[config.mk]
export PLATFORM = sky130hd
export DESIGN_NAME = nvm_erase_controller
export DESIGN_NICKNAME = d
export VERILOG_FILES = /design/src/verilog/nvm_erase_controller.v /design/src/verilog/nvm_tick_timer.v
export VERILOG_INCLUDE_DIRS = /design/src /design/src/verilog
export SDC_FILE = /design/constraint.sdc
export NUM_CORES = 1
export LEC_CHECK = 0
export ABC_CLOCK_PERIOD_IN_PS = 26300
export CAP_MARGIN = 20
export CORE_MARGIN = 5
export CORE_UTILIZATION = 45
export CTS_CLUSTER_DIAMETER = 40
export DETAILED_ROUTE_END_ITERATION = 10
export DONT_BUFFER_PORTS = 1
export GPL_TIMING_DRIVEN = 0
export PLACE_DENSITY = 0.61
export SYNTH_ARGS = -nofsm -noshare
export SYNTH_HDL_FRONTEND = slang
export SYNTH_HIERARCHICAL = 1
export SYNTH_SLANG_ARGS = --single-unit
[constraint.sdc]
create_clock -name clk_i -period 26.3 [get_ports clk_i]
set_input_delay 2.63 -clock clk_i [delete_from_list [all_inputs] [get_ports clk_i]]
set_output_delay 2.63 -clock clk_i [all_outputs]
set_load 0.02 [all_outputs]
[src/verilog/nvm_erase_defs.vh]
// Register map, field layout, mode codes and timing constants of the erase controller
`ifndef NVM_ERASE_DEFS_VH
`define NVM_ERASE_DEFS_VH
`define OFS_READY          12'h400
`define OFS_CONFIG         12'h504
`define OFS_PAGE_ERASE     12'h508
`define OFS_FULL_ERASE     12'h50C
`define OFS_PAGE_ALIAS_B   12'h510
`define OFS_UCFG_ERASE     12'h514
`define OFS_PART_ADDR      12'h518
`define OFS_PART_CFG       12'h51C
`define OFS_WORD_ADDR      12'h600
`define OFS_WORD_DATA      12'h604
`define PART_CFG_RESET     7'h0A
`define MODE_READ          2'h0
`define MODE_WRITE         2'h1
`define MODE_ERASE         2'h2
`define CLK_HZ             25000000
`define T_WRITE_US         41
`define T_PAGE_MS          85
`define T_ALL_MS           169
`define ACC_NUM            105
`define ACC_DEN            100
`define OP_IDLE            3'h0
`define OP_PAGE            3'h1
`define OP_ALL             3'h2
`define OP_UCFG            3'h3
`define OP_PART            3'h4
`define OP_WORD            3'h5
`endif

[src/verilog/nvm_erase_controller.v]
// Erase and word-write sequencer of the on-chip non-volatile memory controller
// Contract
// - Page erase register write erases that page
// - Both alias registers act as page erase
// - Full erase trigger erases all user memory
// - Config area trigger erases user config area
// - Partial address write runs one partial step
// - Partial config: 7-bit ms duration, reset 10
// - Partial step at most duration times 1.05
// - Word write done in 41 us, busy meanwhile
// - Page erase completes within 85 ms
// - Erase all completes within 169 ms
// - Ready reads 0 busy, 1 idle
// - Mode 0 read, 1 write, 2 erase
// - Word write only clears bits to zero
// - Accumulated partial time reaching page time erases
//
// The implementer's own choice: the plain strobed port.
`timescale 1ns/10ps
`include "nvm_erase_defs.vh"
module nvm_erase_controller #(
  parameter integer CLK_HZ  = `CLK_HZ,    // System clock rate
  parameter integer T_PAGE_MS = `T_PAGE_MS, // Page erase time in ms
  parameter integer T_ALL_MS  = `T_ALL_MS,  // Erase-all time in ms
  parameter integer MS_CYC  = CLK_HZ / 1000 // Cycles per ms, shortenable
) (
  input  wire        clk_i,        // System clock, 25 MHz
  input  wire        reset_n_i,    // Async reset, active low
  input  wire [11:0] addr_i,       // Register byte address
  input  wire [31:0] wdata_i,      // Register write data
  input  wire        wr_i,         // Write strobe
  input  wire        rd_i,         // Read strobe
  output reg  [31:0] rdata_o,      // Read data, cycle after strobe
  output reg         flash_erase_page_o, // Page erase pulse held during op
  output reg         flash_erase_all_o,  // Whole-array erase held during op
  output reg         flash_erase_ucfg_o, // Config area erase held during op
  output reg         flash_write_o,      // Word program held during op
  output reg  [31:0] flash_addr_o,       // Target address
  output reg  [31:0] flash_wdata_o,      // Word to program
  output reg         ready_o             // Controller idle
);
  // Cycle counts derived from the documented times
  localparam integer WRITE_CYC = (`T_WRITE_US * (CLK_HZ / 1000000)); // Rounded down
  localparam integer PAGE_CYC  = T_PAGE_MS * MS_CYC;   // Longest allowed
  localparam integer ALL_CYC   = T_ALL_MS * MS_CYC;    // Longest allowed

  reg  [1:0]  mode;            // Access mode field
  reg  [6:0]  part_ms;         // Partial step duration
  reg  [31:0] page_addr;       // Last page erase address
  reg  [31:0] part_addr;       // Last partial erase address
  reg  [31:0] word_addr;       // Word write address
  reg  [31:0] acc_cyc;         // Accumulated partial erase time
  reg  [31:0] acc_page;        // Page that the accumulation belongs to
  reg  [2:0]  op;              // Running operation
  reg  [15:0] erased_cnt;      // Completed erase cycles of partial pages
  reg         load;            // Timer load pulse
  reg  [31:0] load_cnt;        // Timer count
  wire        done;            // Timer expiry
  wire        busy;            // Operation active
  wire        erase_ok;        // Erase triggers armed
  wire [31:0] part_cyc;        // One partial step in cycles

  assign busy     = (op != `OP_IDLE);
  assign erase_ok = (mode == `MODE_ERASE) && !busy;
  // Step is duration times 1.05, the upper bound of the tolerance, not the nominal
  assign part_cyc = (({25'h0, part_ms} * MS_CYC[31:0]) * `ACC_NUM) / `ACC_DEN;

  nvm_tick_timer #(
    .W(32)
  ) u_timer (
    .clk_i    (clk_i),
    .reset_n_i(reset_n_i),
    .load_i   (load),
    .count_i  (load_cnt),
    .done_o   (done)
  );

  // Register writes, operation start and completion
  always @(posedge clk_i or negedge reset_n_i) begin
    if (!reset_n_i) begin
      mode               <= `MODE_READ;
      part_ms            <= `PART_CFG_RESET;
      page_addr          <= 32'h00000000;
      part_addr          <= 32'h00000000;
      word_addr          <= 32'h00000000;
      acc_cyc            <= 32'h00000000;
      acc_page           <= 32'h00000000;
      erased_cnt         <= 16'h0000;
      op                 <= `OP_IDLE;
      load               <= 1'b0;
      load_cnt           <= 32'h00000000;
      flash_erase_page_o <= 1'b0;
      flash_erase_all_o  <= 1'b0;
      flash_erase_ucfg_o <= 1'b0;
      flash_write_o      <= 1'b0;
      flash_addr_o       <= 32'h00000000;
      flash_wdata_o      <= 32'h00000000;
    end else begin
      load <= 1'b0;
      if (wr_i) begin
        case (addr_i)
          `OFS_CONFIG: begin
            if (!busy) begin
              mode <= wdata_i[1:0];
            end
          end
          `OFS_PART_CFG: begin
            part_ms <= wdata_i[6:0];
          end
          `OFS_WORD_ADDR: begin
            word_addr <= {wdata_i[31:2], 2'h0};
          end
          `OFS_PAGE_ERASE, `OFS_PAGE_ALIAS_B: begin
            page_addr <= wdata_i;
            if (erase_ok) begin
              op                 <= `OP_PAGE;
              flash_erase_page_o <= 1'b1;
              flash_addr_o       <= wdata_i;
              load               <= 1'b1;
              load_cnt           <= PAGE_CYC;
            end
          end
          `OFS_FULL_ERASE: begin
            if (erase_ok && wdata_i[0]) begin
              op                <= `OP_ALL;
              flash_erase_all_o <= 1'b1;
              load              <= 1'b1;
              load_cnt          <= ALL_CYC;
            end
          end
          `OFS_UCFG_ERASE: begin
            if (erase_ok && wdata_i[0]) begin
              op                 <= `OP_UCFG;
              flash_erase_ucfg_o <= 1'b1;
              load               <= 1'b1;
              load_cnt           <= PAGE_CYC;
            end
          end
          `OFS_PART_ADDR: begin
            part_addr <= wdata_i;
            if (erase_ok) begin
              op                 <= `OP_PART;
              flash_erase_page_o <= 1'b1;
              flash_addr_o       <= wdata_i;
              load               <= 1'b1;
              load_cnt           <= part_cyc;
              if (wdata_i != acc_page) begin
                acc_page <= wdata_i;
                acc_cyc  <= 32'h00000000;
              end
            end
          end
          `OFS_WORD_DATA: begin
            // Software keeps each word to two writes per erase
            if ((mode == `MODE_WRITE) && !busy) begin
              op            <= `OP_WORD;
              flash_write_o <= 1'b1;
              flash_addr_o  <= word_addr;
              flash_wdata_o <= wdata_i;
              load          <= 1'b1;
              load_cnt      <= WRITE_CYC;
            end
          end
          default: begin
          end
        endcase
      end
      // Completion ends the operation and releases the array
      if (done) begin
        op                 <= `OP_IDLE;
        flash_erase_page_o <= 1'b0;
        flash_erase_all_o  <= 1'b0;
        flash_erase_ucfg_o <= 1'b0;
        flash_write_o      <= 1'b0;
        if (op == `OP_PART) begin
          if (acc_cyc + part_cyc >= PAGE_CYC) begin
            acc_cyc    <= 32'h00000000;
            erased_cnt <= erased_cnt + 16'h0001;
          end else begin
            acc_cyc <= acc_cyc + part_cyc;
          end
        end
      end
    end
  end

  // Ready flag follows the operation state
  always @(posedge clk_i or negedge reset_n_i) begin
    if (!reset_n_i) begin
      ready_o <= 1'b1;
    end else begin
      ready_o <= !busy && !load;
    end
  end

  // Read data, registered one cycle after the strobe
  always @(posedge clk_i or negedge reset_n_i) begin
    if (!reset_n_i) begin
      rdata_o <= 32'h00000000;
    end else if (rd_i) begin
      case (addr_i)
        `OFS_READY:        rdata_o <= {31'h00000000, !busy};
        `OFS_CONFIG:       rdata_o <= {30'h00000000, mode};
        `OFS_PAGE_ERASE:   rdata_o <= page_addr;
        `OFS_PAGE_ALIAS_B: rdata_o <= page_addr;
        `OFS_PART_ADDR:    rdata_o <= part_addr;
        `OFS_PART_CFG:     rdata_o <= {25'h0, part_ms};
        `OFS_WORD_ADDR:    rdata_o <= word_addr;
        `OFS_WORD_DATA:    rdata_o <= {16'h0000, erased_cnt};
        default:           rdata_o <= 32'h00000000;
      endcase
    end else begin
      rdata_o <= 32'h00000000;
    end
  end
endmodule // nvm_erase_controller

[src/verilog/nvm_tick_timer.v]
// Cycle down-counter that reports completion of a timed flash operation
`timescale 1ns/10ps
module nvm_tick_timer #(
  parameter W = 32                 // Counter width
) (
  input  wire         clk_i,       // System clock
  input  wire         reset_n_i,   // Async reset, active low
  input  wire         load_i,      // Load a new count
  input  wire [W-1:0] count_i,     // Cycles to run
  output reg          done_o       // One-cycle pulse at expiry
);
  reg [W-1:0] remain;              // Cycles left
  reg         run;                 // Counting

  // Count down and pulse done on the last cycle
  always @(posedge clk_i or negedge reset_n_i) begin
    if (!reset_n_i) begin
      remain <= {W{1'b0}};
      run    <= 1'b0;
      done_o <= 1'b0;
    end else begin
      done_o <= 1'b0;
      if (load_i) begin
        remain <= count_i;
        run    <= 1'b1;
      end else if (run) begin
        if (remain <= {{(W-1){1'b0}}, 1'b1}) begin
          run    <= 1'b0;
          done_o <= 1'b1;
        end else begin
          remain <= remain - {{(W-1){1'b0}}, 1'b1};
        end
      end
    end
  end
endmodule // nvm_tick_timer
==> Word-level counts from Yosys, hierarchy flattened <==
Index checks and enable logic that the tools add are counted.
{ "totals": {"reg_bits": 354, "output_inout_bits": 101, "wordCells": 150, "inputBits": 48} }
{ "classes": {"n_mul": 2, "n_mux": 55, "n_reduce_logical": 38, "n_div": 1, "n_bitwise": 1, "n_eq_ne": 26, "n_addsub": 3, "order_cmp": 2} }
{ "ops": {"columns": ["operator", "count"], "rows": [
  ["32-bit two-way mux", 18],
  ["32-bit case mux with 7 select lines", 1],
  ["32-bit case mux with 5 select lines", 1],
  ["12-bit by 11-bit == test with 1-bit output (second input constant)", 10],
  ["32-bit case mux with 2 select lines", 1],
  ["32-bit adder", 1],
  ["29-bit by 7-bit divider with 32-bit output (second input constant)", 1],
  ["32-bit by 22-bit >= comparator with 1-bit output (second input constant)", 1],
  ["32-bit by 1-bit <= comparator with 1-bit output (second input constant)", 1],
  ["32-bit inequality test", 1],
  ["32-bit by 1-bit subtractor with 32-bit output (second input constant)", 1],
  ["19-bit by 7-bit multiplier with 26-bit output (second input constant)", 1],
  ["1-bit two-way mux", 25],
  ["3-bit two-way mux", 7],
  ["3-bit AND reduction", 7],
  ["2-bit nonzero test", 10],
  ["7-bit by 12-bit multiplier with 19-bit output (second input constant)", 1],
  ["16-bit by 1-bit adder with 16-bit output (second input constant)", 1],
  ["3-bit case mux with 5 select lines", 1],
  ["7-bit AND reduction", 2],
  ["3-bit by 2-bit inequality test with 1-bit output (second input constant)", 4],
  ["2-bit inequality test (second input constant)", 5],
  ["2-bit AND reduction", 5],
  ["4-bit AND reduction", 2],
  ["other kinds (14)", 20]
]} }

==> Logic depth before layout (Yosys ltp) <==
Gate-level depths: netlist of run 1.
{ "logic_depth": {"depth_word": 8, "depth_mapped": 142, "mapped_depth_nobuf": 132} }

==> Cells and area by module <==
The synthesis of run 1 kept the hierarchy.
{ "by_module_without_submodules": {"columns": ["mod", "cells_per_inst", "seq_area_each_um2", "n_inst", "area_each_um2"], "rows": [
  ["nvm_erase_controller", 2481, 7786.2, 1, 24118.1],
  ["nvm_tick_timer", 231, 850.8, 1, 2102.0]
]} }

==> Worst setup path before layout of run 1 <==
Ideal clock, no wire load.
{ "synth_timing": {"kind": "reg2reg", "start": "register part_ms[1]", "end": "register erased_cnt[10]", "arrival_ns": 26.615, "period_less_slack_ns": 26.740, "setup_time_ns": 0.125, "slack_ns": -0.440, "stages_incl_launch_ff": 131, "n_path_buf": 6, "t_required_ns": 26.175, "path_cell_list": "dfstp_2 > ha_1 > ha_1 > ha_1 > inv_1 > fa_1 > inv_1 > ha_1 > a31oi_1 > nor2b_1 > o21a_1 > o21ai_0 > nand2b_1 > a21oi_1 > o21bai_1 > a21oi_1 > o21bai_1 > a21oi_1 > [95 not listed] > a21oi_1 > o21bai_1 > a21oi_1 > nor2b_1 > o21a_1 > and3_1 > nand3_1 > nor2_1 > nor3_1 > a31oi_1 > or4_1 > and2_1 > clkbuf_1 > nand2_1 > or3_1 > clkbuf_1 > nor2_1 > xor2_1"} }
{ "synth_between": {"elab_chain_len": 6} }
{ "synth_lines": {"columns": ["element", "line", "text"], "rows": [
  ["start, declared", "nvm_erase_controller.v:48", "reg [6:0] part_ms;"],
  ["start signal, assigned", "nvm_erase_controller.v:82", "part_ms <= `PART_CFG_RESET;"],
  ["start signal, assigned", "nvm_erase_controller.v:108", "part_ms <= wdata_i[6:0];"],
  ["7-bit by 12-bit multiplier with 19-bit output", "nvm_erase_controller.v:66", "assign part_cyc = (({25'h0, part_ms} * MS_CYC[31:0]) * `ACC_NUM) / `ACC_DEN;"],
  ["19-bit by 7-bit multiplier with 26-bit output (no line)", null, null],
  ["29-bit by 7-bit divider with 32-bit output (no line)", null, null],
  ["32-bit adder", "nvm_erase_controller.v:176", "if (acc_cyc + part_cyc >= PAGE_CYC) begin"],
  ["32-bit by 22-bit >= comparator with 1-bit output", "nvm_erase_controller.v:176", null],
  ["3-bit AND reduction (no line)", null, null],
  ["end signal, assigned", "nvm_erase_controller.v:178", "erased_cnt <= erased_cnt + 16'h0001;"],
  ["end, declared", "nvm_erase_controller.v:55", "reg [15:0] erased_cnt;"]
]} }
Every way passes these cells.
A chain may end at the register's enable or synchronous reset.

==> Worst setup path in the final report of run 1 <==
{ "layout_timing": {"start": "register part_ms[1]", "end": "register load_cnt[0]"} }
{ "layout_between": {"elab_chain_len": 5} }
{ "layout_lines": {"columns": ["element", "line", "text"], "rows": [
  ["7-bit by 12-bit multiplier with 19-bit output", "nvm_erase_controller.v:66", null],
  ["19-bit by 7-bit multiplier with 26-bit output (no line)", null, null],
  ["29-bit by 7-bit divider with 32-bit output (no line)", null, null],
  ["32-bit two-way mux", "nvm_erase_controller.v:141", "if (erase_ok) begin"],
  ["32-bit case mux with 5 select lines", "nvm_erase_controller.v:101", "case (addr_i)"],
  ["end signal, assigned", "nvm_erase_controller.v:146", "load_cnt <= part_cyc;"],
  ["end, declared", "nvm_erase_controller.v:57", "reg [31:0] load_cnt;"]
]} }
Every way passes these cells. The select of a mux whose other input is x is not followed.

==> metrics.csv, run 1 <==
metric;value;unit
path_clk_slew;60;ps
die_h;251;um
worst_pin_slew;1040;ps
seq_area_frac_synth;32.9;%
syn_inst;2712;
cts.sinks;345;
synth.area.top_cells;dfrtp_1 (33%), mux2_2 (8.2%), ha_1 (7.4%), xnor2_1 (4.0%), nand2_1 (2.8%);
path_max_fanout;8;
dpl.cell_count;3485;
fin_crit;27340;ps
io_pins;149;
synthDistinctLibCells;145;
yosysTopAreaCellShare;32.6;%
skew;28.8;ps
async_flop_share;100;%
synthMostInstantiatedCell;dfrtp_1;
ctsHtreeMaxLevel;2;
cp_slowest_cell;fa_1;
setup_violations;39;
hpwlAfterDp;54500;um
viasPerCell;6.05;
drc_errors;0;
required;26690;ps
design.die.area;63200;um^2
end_kind;flip-flop;
drt_iter0_drc;1811;
register_area;8640;um^2
drt-total-wl;80500;um
multi_input_area;19000;um^2
ys_top_cells_by_count;dfrtp_1 (342), nand2_1 (194), mux2_2 (190);
insertion_delay;560;ps
slowest_delay;590;ps
start_util;45.4;%
hold_viol;0;
core_area;57700;um^2
syn2layout_area_growth;28.8;%
slew_violations;0;
criticalPathCategory;reg2reg;
gp_congestion;0.881;
die_x;251;um
grt_max_degree;346;
ys_ff_latch;345;
max_freq;36.6;MHz
critPathArrivalTime;27730;ps
cts_root_buffer;clkbuf_16;
syn_avg_cell_area;9.67;um^2
max_slew_margin;30.2;%
postLayoutCoreUtil;58.6;%
min_path_type;reg2reg;
synth_edf_count;0;
max_cap_viol_count;0;
yosysWarnings;6;
failed_checks;setup timing;
critPathBufInv;66;
fin_ws;-1040;ps
num_vias;23405;
stdcell_count;3869;
status;finished with violations;
grt_remaining_overflow;0;
grt_usage;23.8;%
numCtsBuffers;45;
cp_common_cell;buf_4;
drt-pass1-iter-count;9;
fin_nets;3303;
fillerInstances;4891;
routedWlPerCell;20.8;um
grt_pass1_vias;23432;
drive_above_1_share;33.6;%
grt_pass1_wl;125000;um
row_count;88;
antenna_found_initial;4;
holdBufCountCts;0;
cts_tree;built;
portBuffers;0;
crit_family;compound AO/OA/AOI/OAI gates;
yosys.area.top_type;dfrtp_1;
ant_nets;0;
clockBufferDepth;3;
pre_cts_ws;-4440;ps
critical_path.startpoint_type;flip-flop;
grt_setup_unrepaired;true;
fin_crit_sh;104;%
netlist_area;26200;um^2
synth-main-ff-cell;dfrtp_1;
## sequential cells by signal, indices dropped and copies added (netlist names), 2 cells and up
register	flops
load_cnt	23
flash_wdata_o	32
page_addr	32
acc_page	32
mode	2
part_addr	32
acc_cyc	32
op	3
word_addr	30
rdata_o	32
flash_addr_o	32
u_timer/remain	32
part_ms	7
erased_cnt	16
## through the flow
step / area [um^2] / TNS (ps) / hold WS [ps]
CTS: 32400 / 0 / 394
detailed placement: 27300 / -160630 / 386
floorplan: 26300 / 0 / 367
global placement: 27300 / -149680 / 389
finish: 33800 / -26510 / 392
global route: 33800 / -63580 / 411
## cell type report
cell class | instances | area share (%)
clock buffers | 55 | 3.59
plain buffers | 100 | 1.50
clock inverters | 29 | 1.14
repair buffers | 311 | 7.19
inverters | 169 | 1.94
multi-input cells | 2092 | 56.2
diodes | 3 | 0.0222
flip-flops and latches | 345 | 25.6
well taps | 765 | 2.83
## kinds of logic after synthesis
family	after synthesis	synth area share, %
xor+xnor	166	6.07
mux	243	10.2
fa+ha+maj	192	10.2
other cells	1	0.0143
compound gates	735	21.2
simple gates	747	15.0
flops	345	32.9
buf+inv	283	4.35
## metal layers
layer  GRT usage (%)  share of wire, %  vias up
met5               0             0.025        -
met4            6.08               3.0        2
met3            4.18               5.6      157
met2            40.1                48      689
met1            31.9                43    11746
li1                -                 -    10811
## layout by cell type (no fill, tap or decap), types with 40 or more instances in the layout
cell type  instances
dfrtp_1          340
buf_4            285
nand2_1          188
mux2_2           187
inv_1            151
nor2_1           140
ha_1             126
o21ai_0          106
xnor2_1          102
clkbuf_1          78
a21oi_1           67
nand3_1           47
clkbuf_16         46
a21oi_2           45
mux2i_1           43
nor3_1            41
nand4_1           40
## final timing paths
check | from | to | slack [ps] | cells after the start
max | part_ms[1]$_DFFE_PN1P_ | load_cnt[0]$_DFFE_PN0P_ | -1040 | 151
min | load$_DFF_PN0_ | ready_o$_DFF_PN1_ | 390 | 1
max reg2reg | part_ms[1]$_DFFE_PN1P_ | load_cnt[0]$_DFFE_PN0P_ | -1040 | 151
min reg2reg | load$_DFF_PN0_ | ready_o$_DFF_PN1_ | 390 | 1
max in group asynchronous | reset_n_i | part_ms[2]$_DFFE_PN0P_ | 23990 | 0
min in group asynchronous | reset_n_i | flash_wdata_o[15]$_DFFE_PN0P_ | 1770 | 0
## repair_timing
action | CTS | global route
gates cloned | 2 | 1
buffers inserted | 237 | 66
pin swaps | 163 | 115
endpoints found under the setup margin | 38 | 39
resized for setup | 339 | 146
Power of run 1 is not shown: default switching activity piles up to over one toggle a cycle in this logic, so the estimate is an artifact.
==> run 2, diff against run 1 <==
--- a/config.mk
+++ b/config.mk
@@ -6,7 +6,6 @@
 export SDC_FILE = /design/constraint.sdc
 export NUM_CORES = 1
 export LEC_CHECK = 0
-export ABC_CLOCK_PERIOD_IN_PS = 26300
 export CAP_MARGIN = 20
 export CORE_MARGIN = 5
 export CORE_UTILIZATION = 45
@@ -14,7 +13,6 @@
 export DETAILED_ROUTE_END_ITERATION = 10
 export DONT_BUFFER_PORTS = 1
 export GPL_TIMING_DRIVEN = 0
-export PLACE_DENSITY = 0.61
 export SYNTH_ARGS = -nofsm -noshare
 export SYNTH_HDL_FRONTEND = slang
 export SYNTH_HIERARCHICAL = 1
==> run 2 against run 1 <==
Against the previous run: the run still ends with setup timing left; clock skew is 1.3 ps lower; final cell count is 0.59% higher; global-route usage hardly changed; utilization is 0.92 points higher; critical path type unchanged.
==> metrics.csv, run 2 (synthesized netlist as in run 1, its figures left out) <==
metric;value;unit;change
ant_nets;0;;unchanged
power_leakage;0.0155;uW;
max_slew_margin;21.7;%;-8.5 points
core_area;57700;um^2;unchanged
powerDensity;133;nW/um^2;
path_max_fanout;6;;-2
critPathArrivalTime;27380;ps;-350 ps
final_common_cell;dfrtp_1;;
required;26780;ps;+90 ps
status;finished with violations;;
row_count;88;;unchanged
cts_root_buffer;clkbuf_16;;
fin_crit;26900;ps;-441 ps
num_vias;23537;;+0.56%
skew;27.5;ps;-1.29 ps
most-common-layout-cells;dfrtp_1 (340), buf_4 (286), nand2_1 (190), mux2_2 (187), inv_1 (146);;
gp_congestion;0.888;;+0.76%
peakVddDrop;0.000303;V;
tns;-18970;ps;+7540 ps
antenna_found_initial;3;;-1
grt_setup_unrepaired;true;;
dpl.cell_count;3485;;unchanged
grt_usage;23.8;%;about the same
postLayoutCoreUtil;59.5;%;+0.92 points
max_cap_viol_count;0;;unchanged
failed_checks;setup timing;;
end_kind;flip-flop;;
drt-total-wl;80800;um;+0.47%
drt_iter0_drc;1913;;+5.6%
fin_ws;-599;ps;+441 ps
cp_slowest_cell;or4_1;;
syn2layout_area_growth;30.9;%;
cp_common_cell;buf_4;;
setup_violations;38;;-2.6%
drc_errors;0;;unchanged
io_pins;149;;unchanged
cts.sinks;345;;unchanged
portBuffers;0;;unchanged
cts_tree;built;;
drive_above_1_share;35.2;%;+1.5 points
grt_remaining_overflow;0;;unchanged
hold_viol;0;;unchanged
die_h;251;um;unchanged
min_path_type;reg2reg;;
start_util;45.4;%;unchanged
criticalPathCategory;reg2reg;;
fin_crit_sh;102;%;-1.7 points
grt_max_degree;346;;unchanged
die_x;251;um;unchanged
numCtsBuffers;46;;+2.2%
viasPerCell;6.05;;about the same
slowest_delay;600;ps;about the same
insertion_delay;560;ps;about the same
design.die.area;63200;um^2;unchanged
max_freq;37.2;MHz;+1.6%
critical_path.startpoint_type;flip-flop;;
hpwlAfterDp;54300;um;-0.31%
ctsHtreeMaxLevel;2;;unchanged
fin_nets;3326;;+0.70%
grt_pass1_wl;125000;um;about the same
grt_pass1_vias;23076;;-1.5%
routedWlPerCell;20.8;um;-0.13%
path_clk_slew;60;ps;about the same
drt-pass1-iter-count;7;;-2
worst_pin_slew;1160;ps;+124 ps
stdcell_count;3892;;+0.59%
slew_violations;0;;unchanged
clockBufferDepth;3;;unchanged
[run 2: layout make-up]
class                           instances  area (um^2)
Inverter                              169          654
Fill cell                            4746        23400
Sequential cell                       345         8640
Clock buffer                           63         1340
Clock inverter                         22          259
Antenna cell                            3         7.51
Tap cell                              765          957
Timing Repair Buffer                  334         2750
Multi-Input combinational cell       2092        19200
Buffer                                 99          510
[run 2: power by group]
group | internal, uW | total, uW | switching, uW
sequential | 533 | 536 | 2.86
clock | 392 | 643 | 251
combinational | 1610 | 3400 | 1790
total | 2540 | 4580 | 2040
[run 2: what timing repair did]
item                                    4_1_cts  5_1_grt
gates resized for setup                     351      205
hold endpoints to repair                      0        0
endpoints found under the setup margin       38       38
cloned                                        1        3
setup buffers                               223      106
hold buffers                                  0        0
pin swaps                                   175      226
[run 2: worst paths after layout]
check | startpoint | end | slack (ps) | cells past startpoint
setup / recovery | part_ms[3]$_DFFE_PN1P_ | erased_cnt[13]$_DFFE_PN0P_ | -600 | 151
hold / removal | load$_DFF_PN0_ | ready_o$_DFF_PN1_ | 400 | 1
setup reg to reg | part_ms[3]$_DFFE_PN1P_ | erased_cnt[13]$_DFFE_PN0P_ | -600 | 151
hold reg to reg | load$_DFF_PN0_ | ready_o$_DFF_PN1_ | 400 | 1
max in group asynchronous | reset_n_i | acc_cyc[13]$_DFF_PN0_ | 24030 | 0
min in group asynchronous | reset_n_i | flash_wdata_o[16]$_DFFE_PN0P_ | 1770 | 0
[run 2: per-stage QoR]
stage               setup WS [ps]  power (uW)  hold slack [ps]  cell area (um^2)
floorplan                    4.04        2440              367             26300
global placement            -4200        2810              383             27300
detailed placement          -4560        2860              397             27300
CTS                          -341        4160              400             32400
global route                -1730        4870              420             34300
finish                       -599        4580              404             34300
[run 2: critical path, delay by kind of cell, from the launching register on]
family                     cells  cell delay [ps]
buffers and inverters         68             8310
DFF                            1              540
AOI/OAI and AO/OA             46             8710
xor gates and xnor gates       4              510
muxes                          3              790
adders and majority gates     10             2950
and+or+nand+nor               20             4950
[run 2: per-layer routing]
layer / GRT usage, % / part of all wire (%)
met5: 0 / 0
met1: 32.7 / 44
met2: 39.5 / 48
met3: 3.72 / 5.5
met4: 6.19 / 2.6
No activity file was read; power rests on OpenSTA's default activity.
